**src/common/tphcap_defs.svh**
```systemverilog
`ifndef TPHCAP_DEFS_SVH
`define TPHCAP_DEFS_SVH

// byte offsets in configuration space, and the table word count
`define TPHCAP_OFF_HDR 12'h1a0
`define TPHCAP_OFF_CAP 12'h1a4
`define TPHCAP_OFF_CTL 12'h1a8
`define TPHCAP_OFF_TBL 12'h1ac
`define TPHCAP_TBL_WORDS 4

// header fields
`define TPHCAP_EXT_ID 16'h0017
`define TPHCAP_VERSION 4'h1
`define TPHCAP_NEXT_PTR 12'h01c

// capabilities fields
`define TPHCAP_NO_ST_BIT 0
`define TPHCAP_INTVEC_BIT 1
`define TPHCAP_DEVSPEC_BIT 2
`define TPHCAP_EXT_BIT 8
`define TPHCAP_LOC_LSB 9
`define TPHCAP_LOC_IN_CAP 2'h1
`define TPHCAP_SIZE_LSB 16
`define TPHCAP_TABLE_SIZE_M1 11'h007

// control fields
`define TPHCAP_MODE_LSB 0
`define TPHCAP_EN_LSB 8
`define TPHCAP_CTL_RESET 32'h0000_0000

// table entry positions
`define TPHCAP_ENT_LO_LSB 0
`define TPHCAP_ENT_HI_LSB 16

`endif

```
**src/common/tphcap_pkg.sv**
```systemverilog
package tphcap_pkg;

  typedef enum logic [2:0] {
    TPHCAP_MODE_NO_TABLE = 3'h0,
    TPHCAP_MODE_INT_VEC = 3'h1,
    TPHCAP_MODE_DEV_SPEC = 3'h2
  } tphcap_mode_t;

  typedef enum logic [1:0] {
    TPHCAP_EN_OFF = 2'h0,
    TPHCAP_EN_TPH = 2'h1,
    TPHCAP_EN_RSVD = 2'h2,
    TPHCAP_EN_TPH_EXT = 2'h3
  } tphcap_en_t;

  // configuration access request
  typedef struct packed {
    logic wr;
    logic rd;
    logic [11:0] addr;
    logic [3:0] be;
    logic [31:0] wdata;
  } tphcap_req_t;

  // view handed to the request engine
  typedef struct packed {
    logic [2:0] mode;
    logic hint_enable;
    logic ext_enable;
    logic tag_valid;
    logic [7:0] tag;
  } tphcap_hint_t;

  typedef struct packed {
    logic [2:0] mode;
    logic [1:0] en;
    logic [15:0][7:0] unused_pad;
  } tphcap_unused_t;

endpackage

```
**src/hw/tphcap_regs.sv**
```systemverilog
`include "tphcap_defs.svh"

module tphcap_regs
  import tphcap_pkg::*;
#(
  parameter int ENTRIES = 8
) (
  // clock and reset
  input wire logic i_ref_clk,
  input wire logic i_rst_n,
  // configuration access
  input wire tphcap_req_t i_req,
  output logic [31:0] o_rdata,
  output logic o_rvalid,
  // request engine view
  input wire logic [2:0] i_tag_index,
  output tphcap_hint_t o_hint
);

  // the register map has exactly two entries per table word
  if (ENTRIES != 2 * `TPHCAP_TBL_WORDS) begin : g_bad_entries
    $error("ENTRIES must match the table word count");
  end

  typedef struct packed {
    logic [2:0] mode;
    logic [1:0] en;
    logic [ENTRIES-1:0][7:0] tbl;
    logic [31:0] rdata;
    logic rvalid;
  } tphcap_state_t;

  tphcap_state_t st_q;
  tphcap_state_t st_d;

  logic [31:0] hdr_word;
  logic [31:0] cap_word;
  logic [31:0] ctl_word;
  logic [31:0] tbl_word [`TPHCAP_TBL_WORDS];
  logic [`TPHCAP_TBL_WORDS-1:0] tbl_hit;
  // any address this block answers; everything else reads zero and drops writes
  logic addr_mapped;

  assign addr_mapped = (i_req.addr == `TPHCAP_OFF_HDR) || (i_req.addr == `TPHCAP_OFF_CAP)
    || (i_req.addr == `TPHCAP_OFF_CTL) || (|tbl_hit);

  always_comb begin
    hdr_word = {`TPHCAP_NEXT_PTR, `TPHCAP_VERSION, `TPHCAP_EXT_ID};
    cap_word = 32'h0;
    cap_word[`TPHCAP_NO_ST_BIT] = 1'b1;
    cap_word[`TPHCAP_INTVEC_BIT] = 1'b0;
    cap_word[`TPHCAP_DEVSPEC_BIT] = 1'b1;
    cap_word[`TPHCAP_EXT_BIT] = 1'b0;
    cap_word[`TPHCAP_LOC_LSB +: 2] = `TPHCAP_LOC_IN_CAP;
    cap_word[`TPHCAP_SIZE_LSB +: 11] = `TPHCAP_TABLE_SIZE_M1;
    ctl_word = 32'h0;
    ctl_word[`TPHCAP_MODE_LSB +: 3] = st_q.mode;
    ctl_word[`TPHCAP_EN_LSB +: 2] = st_q.en;
  end

  // upper byte of each entry is hard zero
  genvar gw;
  generate
    for (gw = 0; gw < `TPHCAP_TBL_WORDS; gw++) begin : g_word
      assign tbl_word[gw] = {8'h00, st_q.tbl[2*gw+1], 8'h00, st_q.tbl[2*gw]};
      assign tbl_hit[gw] = (i_req.addr == 12'(`TPHCAP_OFF_TBL + 4 * gw));

      a_tbl_lo_entry: assert property (@(posedge i_ref_clk) disable iff (!i_rst_n)
        i_req.wr && tbl_hit[gw] && i_req.be[0] |=> st_q.tbl[2*gw] == $past(i_req.wdata[7:0]))
        else $error("lower table entry not written");

      a_tbl_hi_entry: assert property (@(posedge i_ref_clk) disable iff (!i_rst_n)
        i_req.wr && tbl_hit[gw] && i_req.be[2]
        |=> st_q.tbl[2*gw+1] == $past(i_req.wdata[23:16]))
        else $error("upper table entry not written");

      a_tbl_lo_keep: assert property (@(posedge i_ref_clk) disable iff (!i_rst_n)
        i_req.wr && tbl_hit[gw] && !i_req.be[0] |=> $stable(st_q.tbl[2*gw]))
        else $error("lower entry changed without its byte lane");

      a_tbl_hi_keep: assert property (@(posedge i_ref_clk) disable iff (!i_rst_n)
        i_req.wr && tbl_hit[gw] && !i_req.be[2] |=> $stable(st_q.tbl[2*gw+1]))
        else $error("upper entry changed without its byte lane");

      a_tbl_rd_word: assert property (@(posedge i_ref_clk) disable iff (!i_rst_n)
        i_req.rd && tbl_hit[gw]
        |=> o_rdata == {8'h00, $past(st_q.tbl[2*gw+1]), 8'h00, $past(st_q.tbl[2*gw])})
        else $error("table word readback wrong");
    end
  endgenerate

  always_comb begin
    st_d = st_q;
    st_d.rvalid = i_req.rd;
    if (i_req.rd) begin
      if (i_req.addr == `TPHCAP_OFF_HDR) begin
        st_d.rdata = hdr_word;
      end else if (i_req.addr == `TPHCAP_OFF_CAP) begin
        st_d.rdata = cap_word;
      end else if (i_req.addr == `TPHCAP_OFF_CTL) begin
        st_d.rdata = ctl_word;
      end else begin
        st_d.rdata = 32'h0;
        for (int w = 0; w < `TPHCAP_TBL_WORDS; w++) begin
          if (tbl_hit[w]) begin
            st_d.rdata = tbl_word[w];
          end
        end
      end
    end
    // only the writable fields are touched; all else keeps its fixed value
    if (i_req.wr) begin
      if (i_req.addr == `TPHCAP_OFF_CTL) begin
        if (i_req.be[0]) begin
          st_d.mode = i_req.wdata[`TPHCAP_MODE_LSB +: 3];
        end
        if (i_req.be[1]) begin
          st_d.en = i_req.wdata[`TPHCAP_EN_LSB +: 2];
        end
      end
      for (int w = 0; w < `TPHCAP_TBL_WORDS; w++) begin
        if (tbl_hit[w]) begin
          if (i_req.be[0]) begin
            st_d.tbl[2*w] = i_req.wdata[`TPHCAP_ENT_LO_LSB +: 8];
          end
          if (i_req.be[2]) begin
            st_d.tbl[2*w+1] = i_req.wdata[`TPHCAP_ENT_HI_LSB +: 8];
          end
        end
      end
    end
  end

  always_ff @(posedge i_ref_clk) begin
    if (!i_rst_n) begin
      st_q <= '0;
    end else begin
      st_q <= st_d;
    end
  end

  assign o_rdata = st_q.rdata;
  assign o_rvalid = st_q.rvalid;

  // hint view: reserved enable 10b is treated as off, prefix never allowed
  always_comb begin
    o_hint.mode = st_q.mode;
    o_hint.hint_enable = (st_q.en == TPHCAP_EN_TPH) || (st_q.en == TPHCAP_EN_TPH_EXT);
    o_hint.ext_enable = 1'b0;
    o_hint.tag = st_q.tbl[i_tag_index];
    o_hint.tag_valid = (st_q.tbl[i_tag_index] != 8'h00) && (st_q.mode == TPHCAP_MODE_DEV_SPEC);
  end

  // fixed words: header and capabilities never depend on state
  a_hdr_read: assert property (@(posedge i_ref_clk) disable iff (!i_rst_n)
    i_req.rd && i_req.addr == `TPHCAP_OFF_HDR |=> o_rvalid && o_rdata == 32'h01c1_0017)
    else $error("header read wrong");

  a_hdr_ver: assert property (@(posedge i_ref_clk) disable iff (!i_rst_n)
    i_req.rd && i_req.addr == `TPHCAP_OFF_HDR |=> o_rdata[19:16] == 4'h1)
    else $error("header version wrong");

  a_ptr_read: assert property (@(posedge i_ref_clk) disable iff (!i_rst_n)
    i_req.rd && i_req.addr == `TPHCAP_OFF_HDR |=> o_rdata[31:20] == 12'h01c)
    else $error("next pointer wrong");

  a_cap_read: assert property (@(posedge i_ref_clk) disable iff (!i_rst_n)
    i_req.rd && i_req.addr == `TPHCAP_OFF_CAP |=> o_rdata == 32'h0007_0205)
    else $error("capabilities word wrong");

  a_cap_bits: assert property (@(posedge i_ref_clk) disable iff (!i_rst_n)
    i_req.rd && i_req.addr == `TPHCAP_OFF_CAP |=> !o_rdata[1] && !o_rdata[8])
    else $error("unsupported mode advertised");

  a_cap_loc: assert property (@(posedge i_ref_clk) disable iff (!i_rst_n)
    i_req.rd && i_req.addr == `TPHCAP_OFF_CAP |=> o_rdata[2] && o_rdata[10:9] == 2'h1)
    else $error("table location or mode wrong");

  a_size_read: assert property (@(posedge i_ref_clk) disable iff (!i_rst_n)
    i_req.rd && i_req.addr == `TPHCAP_OFF_CAP |=> o_rdata[26:16] == 11'h007)
    else $error("table size wrong");

  a_cap_rsvd: assert property (@(posedge i_ref_clk) disable iff (!i_rst_n)
    i_req.rd && i_req.addr == `TPHCAP_OFF_CAP
    |=> o_rdata[7:3] == 5'h00 && o_rdata[15:11] == 5'h00 && o_rdata[31:27] == 5'h00)
    else $error("capabilities reserved bits set");

  // control word: only mode and enable are held
  a_ctl_write: assert property (@(posedge i_ref_clk) disable iff (!i_rst_n)
    i_req.wr && !i_req.rd && i_req.addr == `TPHCAP_OFF_CTL && i_req.be[1:0] == 2'h3
    ##1 !i_req.wr
    ##1 i_req.rd && !i_req.wr && i_req.addr == `TPHCAP_OFF_CTL
    |=> o_rdata == {22'h0, $past(i_req.wdata[9:8], 3), 5'h0, $past(i_req.wdata[2:0], 3)})
    else $error("control readback wrong");

  a_ctl_rsvd: assert property (@(posedge i_ref_clk) disable iff (!i_rst_n)
    i_req.rd && i_req.addr == `TPHCAP_OFF_CTL |=> o_rdata[31:10] == 22'h0 && o_rdata[7:3] == 5'h0)
    else $error("control reserved bits set");

  a_mode_keep: assert property (@(posedge i_ref_clk) disable iff (!i_rst_n)
    i_req.wr && i_req.addr == `TPHCAP_OFF_CTL && !i_req.be[0] |=> $stable(st_q.mode))
    else $error("mode changed without its byte lane");

  a_en_keep: assert property (@(posedge i_ref_clk) disable iff (!i_rst_n)
    i_req.wr && i_req.addr == `TPHCAP_OFF_CTL && !i_req.be[1] |=> $stable(st_q.en))
    else $error("enable changed without its byte lane");

  // hint view handed to the request engine
  a_no_prefix: assert property (@(posedge i_ref_clk) disable iff (!i_rst_n)
    !o_hint.ext_enable)
    else $error("extended prefix enabled");

  a_off_quiet: assert property (@(posedge i_ref_clk) disable iff (!i_rst_n)
    st_q.en == TPHCAP_EN_OFF |-> !o_hint.hint_enable)
    else $error("hints enabled while off");

  a_rsvd_quiet: assert property (@(posedge i_ref_clk) disable iff (!i_rst_n)
    st_q.en == TPHCAP_EN_RSVD |-> !o_hint.hint_enable)
    else $error("hints enabled by reserved code");

  a_en_allows: assert property (@(posedge i_ref_clk) disable iff (!i_rst_n)
    st_q.en == TPHCAP_EN_TPH || st_q.en == TPHCAP_EN_TPH_EXT |-> o_hint.hint_enable)
    else $error("hints blocked while enabled");

  a_hint_mode: assert property (@(posedge i_ref_clk) disable iff (!i_rst_n)
    o_hint.mode == st_q.mode)
    else $error("hint mode differs from control");

  a_zero_tag: assert property (@(posedge i_ref_clk) disable iff (!i_rst_n)
    o_hint.tag == 8'h00 |-> !o_hint.tag_valid)
    else $error("zero tag marked valid");

  a_tag_usable: assert property (@(posedge i_ref_clk) disable iff (!i_rst_n)
    o_hint.tag != 8'h00 && st_q.mode == TPHCAP_MODE_DEV_SPEC |-> o_hint.tag_valid)
    else $error("usable tag marked invalid");

  a_tag_dev_only: assert property (@(posedge i_ref_clk) disable iff (!i_rst_n)
    st_q.mode != TPHCAP_MODE_DEV_SPEC |-> !o_hint.tag_valid)
    else $error("tag valid outside device mode");

  // table words
  a_tbl_upper: assert property (@(posedge i_ref_clk) disable iff (!i_rst_n)
    i_req.rd && i_req.addr >= `TPHCAP_OFF_TBL && i_req.addr < 12'h1bc
    |=> o_rdata[15:8] == 8'h00 && o_rdata[31:24] == 8'h00)
    else $error("table upper byte not zero");

  a_tbl_write: assert property (@(posedge i_ref_clk) disable iff (!i_rst_n)
    i_req.wr && i_req.addr == `TPHCAP_OFF_TBL && i_req.be[0]
    |=> st_q.tbl[0] == $past(i_req.wdata[7:0]))
    else $error("table entry not written");

  // read-only, unmapped and idle cycles leave state alone
  a_hdr_fixed: assert property (@(posedge i_ref_clk) disable iff (!i_rst_n)
    i_req.wr && i_req.addr == `TPHCAP_OFF_HDR |=> $stable(st_q.mode) && $stable(st_q.tbl))
    else $error("read-only write changed state");

  a_cap_fixed: assert property (@(posedge i_ref_clk) disable iff (!i_rst_n)
    i_req.wr && i_req.addr == `TPHCAP_OFF_CAP
    |=> $stable(st_q.mode) && $stable(st_q.en) && $stable(st_q.tbl))
    else $error("capabilities write changed state");

  a_unmapped_wr: assert property (@(posedge i_ref_clk) disable iff (!i_rst_n)
    i_req.wr && !addr_mapped |=> $stable(st_q.mode) && $stable(st_q.en) && $stable(st_q.tbl))
    else $error("unmapped write changed state");

  a_unmapped_rd: assert property (@(posedge i_ref_clk) disable iff (!i_rst_n)
    i_req.rd && !addr_mapped |=> o_rdata == 32'h0)
    else $error("unmapped read not zero");

  a_idle_keep: assert property (@(posedge i_ref_clk) disable iff (!i_rst_n)
    !i_req.wr |=> $stable(st_q.mode) && $stable(st_q.en) && $stable(st_q.tbl))
    else $error("state changed without a write");

  // read answer timing
  a_rvalid_pulse: assert property (@(posedge i_ref_clk) disable iff (!i_rst_n)
    1'b1 |=> o_rvalid == $past(i_req.rd))
    else $error("read answer timing wrong");

  a_rdata_hold: assert property (@(posedge i_ref_clk) disable iff (!i_rst_n)
    !i_req.rd |=> $stable(o_rdata))
    else $error("read data moved without a read");

  // reset clears everything writable, checked while reset is applied
  a_rst_clear: assert property (@(posedge i_ref_clk)
    !i_rst_n |=> st_q.mode == 3'h0 && st_q.en == 2'h0 && st_q.tbl == '0 && !o_rvalid)
    else $error("reset left state behind");

  // main scenarios
  c_ctl_write: cover property (@(posedge i_ref_clk) i_req.wr && i_req.addr == `TPHCAP_OFF_CTL);
  c_tbl_read: cover property (@(posedge i_ref_clk) i_req.rd && tbl_hit[3]);
  c_tag_valid: cover property (@(posedge i_ref_clk) o_hint.tag_valid && o_hint.hint_enable);
  c_rsvd_en: cover property (@(posedge i_ref_clk) st_q.en == TPHCAP_EN_RSVD);
  c_mid_reset: cover property (@(posedge i_ref_clk) $fell(i_rst_n));

endmodule

```
**config.mk**
```make
export PLATFORM = sky130hd
export DESIGN_NAME = tphcap_regs
export DESIGN_NICKNAME = d
export VERILOG_FILES = /design/src/common/tphcap_pkg.sv /design/src/hw/tphcap_regs.sv
export VERILOG_INCLUDE_DIRS = /design/src /design/src/common
export SDC_FILE = /design/constraint.sdc
export NUM_CORES = 1
export LEC_CHECK = 0
export BUFFER_PORTS_ARGS = -buffer_cell sky130_fd_sc_hd__buf_4
export CAP_MARGIN = 20
export CELL_PAD_IN_SITES_DETAIL_PLACEMENT = 0
export CELL_PAD_IN_SITES_GLOBAL_PLACEMENT = 2
export CORE_UTILIZATION = 36
export CTS_CLUSTER_SIZE = 25
export DETAILED_ROUTE_END_ITERATION = 6
export GPL_TIMING_DRIVEN = 1
export PLACE_DENSITY_LB_ADDON = 0.1
export SLEW_MARGIN = 10
export SYNTH_ARGS = -nofsm -noshare
export SYNTH_HDL_FRONTEND = slang
export SYNTH_SLANG_ARGS = --single-unit
export TNS_END_PERCENT = 1
```
**constraint.sdc**
```tcl
create_clock -name i_ref_clk -period 3.3 [get_ports i_ref_clk]
set_input_delay 0.165 -clock i_ref_clk [delete_from_list [all_inputs] [get_ports i_ref_clk]]
set_output_delay 0.165 -clock i_ref_clk [all_outputs]
set_load 0.02 [all_outputs]
```
==> flow_metrics.tcl, run 1 <==
set metrics [dict create \
    area_growth_pct 16.31 \
    critical_path.slowest_cell "mux4_2" \
    combPwrFrac_pct 7.8 \
    peakVddDrop_mv 0.2615 \
    clock_path_buffers 2 \
    seq_power_share_pct 43.2 \
    hold_path_class "in -> reg" \
    cp-start-kind "flop" \
    post_cts_buffers 0 \
    worstPathCellList "mux4_2 > mux2_2 > nor4_1 > a21oi_1 > buf_4" \
    viasPerCell 5.237 \
    dr.pass1.iters 4 \
    nNetsFinal 603 \
    critPathCaptureType "primary output" \
    finalWorstSetupSlack_ns 0.8418 \
    die_h_um 118.1 \
    num_vias 3818 \
    ys_top_cells_by_count "dfxtp_1 (89), nor2b_1 (51), mux2i_1 (48), o21ai_0 (47), nand2_1 (44)" \
    die_x_um 118.1 \
    overflow 0 \
    rows 42 \
    dp_worst_setup_slack_ns 0.9182 \
    drc 0 \
    pwr_density_cell_mw_per_mm2 441.8 \
    synth_edf_count 0 \
    setup_tns_ns 0 \
    num_io_pins 102 \
    intPower_mw 1.910 \
    drive_gt1_share_pct 23.69 \
    post_cts_resized 0 \
    crit_arrival_ns 2.29 \
    critical_path_class "reg -> out" \
    switching_share_pct 23.35 \
    finalMaxSlewViolations 0 \
    cts_sinks 89 \
    track_usage_pct 21.19 \
    synth_seq_area_share_pct 36.74 \
    design_power_total_mw 2.492 \
    antenna_found_initial 0 \
    outcome "finished, final reports clean" \
    die-area_mm2 0.01394 \
    leakagePower_nw 1.969 \
    insertedDiodeCount 0 \
    wl_per_cell_um 19.30 \
    hold_ws_ns 0.07478 \
    initial_utilization_pct 36.77 \
    ys.flop_type "dfxtp_1" \
    p_clk_share_pct 49.0 \
    synth_most_common_cell "dfxtp_1" \
    fill_cells 1355 \
    switchingPower_mw 0.5819 \
    finalSetupViolations 0 \
    grt_pass1_vias 3796 \
    cp_slowest_stage_delay_ns 0.50 \
    tightest_slew_ns 0.8835 \
    worst_ep_required_time_ns 3.13 \
    synthTopCellsByArea "dfxtp_1 (37%), mux2i_1 (9.9%), mux4_2 (7.4%)" \
    hold_viol_final 0 \
    ys_types 46 \
    skew_ns 0.007528 \
    yosysTopAreaCellShare_pct 36.74 \
    clk_pin_slew_worst_paths_ns 0.07 \
    netlist_area_mm2 0.004850 \
    slew_headroom_pct 40.66 \
    routabilityCongestion 0.7694 \
    numCtsBuffers 9 \
    synthArstFlopShare_pct 0 \
    ctsHoldBuffers 0 \
    route.antenna.remaining_nets 0 \
    htreeDepth 3 \
    core_mm2 0.01319 \
    grt_max_degree 71 \
    routed_wl_um 14070 \
    clockRootBuffer "clkbuf_16" \
    cts_tree "done" \
    finalCritPeriodShare_pct 74.49 \
    clock_latency_ns 0.35 \
    port_buffers 72 \
    post-route-min-period_ns 2.458 \
    ys_ff_latch 89 \
    dp_hpwl_um 9851 \
    postSynthAreaPerCell_um2 9.380 \
    rsz0062_at_grt "false" \
    yosysTopAreaCell "dfxtp_1" \
    grt_pass1_wl_um 22160 \
    max_freq_mhz 406.8 \
    crit_fanout 3 \
    synth_cells 517 \
    yosys_warnings 0 \
    drt-initial-drc-count 189 \
    cap_violations 0 \
]
-- layout by cell type, fill, tap and decap left out, types with 2 or more instances in the layout --
master,synthesis,routed
mux2_2,8,8
and4_1,2,2
a32oi_1,2,2
clkbuf_16,0,9
nor4_1,2,2
clkinvlp_4,0,2
a22o_1,3,3
nor2b_1,51,51
and3_1,3,3
a21boi_0,18,18
nand3_1,16,16
nor4_4,4,4
a2bb2oi_1,2,2
nand2b_1,3,3
buf_4,37,82
o31ai_1,3,3
o21ai_0,47,47
nor2_1,6,6
o22ai_1,7,7
a22oi_1,13,13
and2_1,4,4
o2bb2ai_1,6,6
bufinv_16,0,3
nand4_1,3,3
mux2i_1,48,48
mux4_2,16,16
a21oi_1,16,16
o21ai_1,8,8
nand2_1,44,44
conb_1,1,14
dfxtp_1,89,89
inv_1,4,4
-- registers in the layout, indices dropped and copies added (netlist names) --
register  count
o_rdata      19
ctl_word      2
st_q         64
o_rvalid      1
o_hint        3
-- cells by family after synthesis --
group | after synthesis | share of synthesized area [%]
compound gates | 130 | 16.67
other cells | 1 | 0.07733
flops | 89 | 36.74
mux | 72 | 19.20
buf+inv | 80 | 9.597
simple gates | 145 | 17.72
-- power groups by stage --
stage / sequential, mW / combinational [mW] / clock (mW)
after detailed placement: 1.10 / 0.196 / 0
after global routing: 1.08 / 0.209 / 1.29
after floorplan: 1.10 / 0.129 / 0
after CTS: 1.08 / 0.196 / 1.24
after global placement: 1.10 / 0.195 / 0
final: 1.08 / 0.194 / 1.22
-- area by class of cell --
class                      instances  area [um2]  share of cell area [%]
tap                              176       220.2                   3.904
clock buffer                      10       239.0                   4.237
inverter                           5       18.77                  0.3327
clock inverter                     6       113.9                   2.019
multi-input combinational        361        2651                   47.01
timing repair buffer              82       615.6                   10.91
sequential                        89        1782                   31.59
-- critical path: cells and delay by family (launching register included) --
family,cells,cell delay (ns)
muxes,2,0.80
and+or+nand+nor,1,0.48
DFF,1,0.32
buffers and inverters,1,0.18
AOI/OAI and AO/OA,1,0.16
-- through the flow --
step / area [um2] / std cells / utilization, %
2_1_floorplan: 4898 / 530 / -
3_3_place_gp: 5288 / 713 / 40.09
3_5_place_dp: 5288 / 713 / 40.09
4_1_cts: 5640 / 729 / 42.76
5_1_grt: 5640 / 729 / 42.76
6_report: 5640 / 729 / 42.76
-- routing by layer --
layer	wire length, um	global-route usage (%)	vias up
li1	-	-	1865
met1	6855	29.47	1857
met2	6527	33.42	90
met3	553	4.409	6
met4	138	5.128	0
met5	0	0	-
-- path summary, 6_finish.rpt --
path	start	end	slack [ns]	cells after the start
max reg2reg	st_q[34]	o_rdata[1]	2.03	5
min	i_req[9]	ctl_word[9]	0.07	3
max	st_q[95]	o_hint[8]	0.84	5
min reg2reg	o_rdata[19]	o_rdata[19]	0.46	2
Power figures use the tool's default switching activity.
==> inputs of run 2 (changes only) <==
- ABC_AREA: not set -> 1
- CORE_UTILIZATION: 36 -> 27
- clock period: 3.3 -> 2.2 ns (I/O delays scaled with it)
==> run 2 against run 1 <==
  * Clock power is 27% higher
  * Highest routed layer unchanged
  * First-iteration DRC count is 15% higher
  * Clock skew hardly changed
  * Via count is 18% higher
  * Sequential power is 50% higher
  * Power is 41% higher
==> flow_metrics.tcl, run 2 <==
set metrics [dict create \
    num_io_pins 102 \
    intPower_mw 2.622 \
    worst_ep_required_time_ns 2.09 \
    postLayoutCoreUtil_pct 31.66 \
    fill_cells 2002 \
    hold_ws_ns 0.01088 \
    dp.cells 966 \
    die_x_um 137.3 \
    post-route-min-period_ns 1.870 \
    dp_worst_setup_slack_ns 0.3632 \
    yosysTopAreaCell "dfxtp_1" \
    combPwrFrac_pct 10.1 \
    route.antenna.remaining_nets 0 \
    switchingPower_mw 0.9031 \
    insertedDiodeCount 0 \
    postSynthAreaPerCell_um2 6.940 \
    skew_ns 0.007660 \
    hold_path_class "in -> reg" \
    grt_pass1_wl_um 24800 \
    crit_fanout 2 \
    nNetsFinal 803 \
    cp_num_buf_inv 2 \
    cts_sinks 89 \
    rrSetupSlack_ns 0.99 \
    worstPathCellList "inv_1 > a21oi_1 > o21ai_0 > nand2_1 > o21ai_0 > nand2_1 > nor2_1 > a21oi_1 > buf_4" \
    largest_reg_flops 64 \
    seq_power_share_pct 45.9 \
    initial_utilization_pct 27.51 \
    top_register "st_q" \
    critical_path_class "reg -> out" \
    switching_share_pct 25.62 \
    port_buffers 72 \
    core_mm2 0.01796 \
    p_clk_share_pct 44.0 \
    drt-initial-drc-count 217 \
    clock_path_buffers 2 \
    yosys_warnings 0 \
    synth_most_common_cell "a21oi_1" \
    routabilityCongestion 0.7735 \
    cp-start-kind "flop" \
    ys_types 32 \
    critPathCaptureType "primary output" \
    routed_wl_um 16440 \
    ctsHoldBuffers 0 \
    post_cts_buffers 0 \
    die-area_mm2 0.01884 \
    num_vias 4498 \
    finalWorstSetupSlack_ns 0.3301 \
    pwr_density_cell_mw_per_mm2 619.9 \
    yosysTopAreaCellShare_pct 36.06 \
    finalCritPeriodShare_pct 84.99 \
    leakagePower_nw 2.324 \
    synth_cells 712 \
    viasPerCell 4.585 \
    wl_per_cell_um 16.76 \
    finalSetupViolations 0 \
    crit_family "compound AO/OA/AOI/OAI gates" \
    hold_viol_final 0 \
    track_usage_pct 18.21 \
    final_cells 981 \
    cap_violations 0 \
    grt_max_degree 42 \
    drive_gt1_share_pct 17.69 \
    cp_slowest_stage_delay_ns 0.33 \
    netlist_area_mm2 0.004941 \
    area_growth_pct 15.09 \
    ys_top_cells_by_count "a21oi_1 (117), inv_1 (105), o21ai_0 (105), dfxtp_1 (89), nand2_1 (71)" \
    rows 49 \
    antenna_found_initial 0 \
    synth_edf_count 0 \
    die_h_um 137.3 \
    ys.flop_type "dfxtp_1" \
    post_cts_resized 0 \
    tightest_slew_ns 0.5322 \
    rsz0062_at_grt "false" \
    cts_tree "done" \
    overflow 0 \
    drc 0 \
    crit_arrival_ns 1.76 \
    synthTopCellsByArea "dfxtp_1 (36%), a21oi_1 (12%), o21ai_0 (11%)" \
    synthArstFlopShare_pct 0 \
    outcome "finished, final reports clean" \
    ys_ff_latch 89 \
    peakVddDrop_mv 0.3522 \
    htreeDepth 3 \
    clk_pin_slew_worst_paths_ns 0.07 \
    final_common_cell "a21oi_1" \
    critical_path.slowest_cell "o21ai_0" \
    finalMaxSlewViolations 0 \
    slew_headroom_pct 64.48 \
    grt_pass1_vias 4266 \
    dp_hpwl_um 12670 \
    synth_seq_area_share_pct 36.06 \
    clockRootBuffer "clkbuf_16" \
    numCtsBuffers 9 \
    clock_latency_ns 0.35 \
    dr.pass1.iters 4 \
    final_cell_mix "a21oi_1 (117), inv_1 (105), o21ai_0 (105), dfxtp_1 (89), buf_4 (84)" \
    setup_tns_ns 0 \
    max_freq_mhz 534.8 \
]
## run 2: changes by cell type after synthesis, sizes merged, moves of 18 or more
cell / delta
a21boi: -18
a21oi: +101
inv: +105
mux2i: -48
nand2: +40
nor2: +53
nor2b: -51
o21ai: +73
## run 2: power groups by stage
stage | Combinational [mW] | Clock, mW | Sequential (mW)
2_1_floorplan | 0.234 | 0 | 1.65
3_3_place_gp | 0.358 | 0 | 1.65
3_5_place_dp | 0.359 | 0 | 1.65
4_1_cts | 0.361 | 1.59 | 1.62
5_1_grt | 0.398 | 1.65 | 1.62
6_report | 0.357 | 1.55 | 1.62
## run 2: per-stage QoR
| step | instance area (um2) | total power, mW |
|---|---|---|
| after floorplan | 4990 | 1.889 |
| after global placement | 5394 | 2.012 |
| final | 5687 | 3.525 |
| after global routing | 5687 | 3.661 |
| after CTS | 5687 | 3.572 |
| after detailed placement | 5394 | 2.013 |
## run 2: logic make-up after synthesis
group / Yosys count / synth area share (%)
AOI/OAI and AO/OA: 264 / 27.65
buffers and inverters: 184 / 18.92
DFF: 89 / 36.06
other: 1 / 0.07590
and+or+nand+nor: 174 / 17.30
## run 2: area by class of cell
cell class / count / area, um2 / share of cell area (%)
multi-input combinational: 452 / 2273 / 39.98
sequential: 89 / 1782 / 31.33
timing repair buffer: 84 / 630.6 / 11.09
inverter: 112 / 421.7 / 7.415
tap: 229 / 286.5 / 5.039
clock buffer: 9 / 225.2 / 3.960
clock inverter: 6 / 67.56 / 1.188
## run 2: final timing paths
path | from | endpoint | depth (start not counted)
worst max-delay path | st_q[49] | o_hint[8] | 9
worst min-delay path | i_req[8] | ctl_word[8] | 3
worst max register to register | st_q[73] | o_rdata[16] | 4
worst min register to register | o_rdata[17] | o_rdata[17] | 2
## run 2: routing by layer
metal | part of all wire, % | vias up | global-route usage (%)
met3 | 2.4 | 9 | 3.054
li1 | - | 2343 | -
met1 | 49 | 2073 | 24.18
met4 | 1.1 | 0 | 4.457
met5 | 0 | - | 0
met2 | 48 | 73 | 30.47
## run 2: worst register-to-register path: stages, from the launching register on
cell and delay (ns):
dfxtp_1 0.30, inv_1 0.10, o21ai_0 0.10, o21ai_0 0.44, a21oi_1 0.13
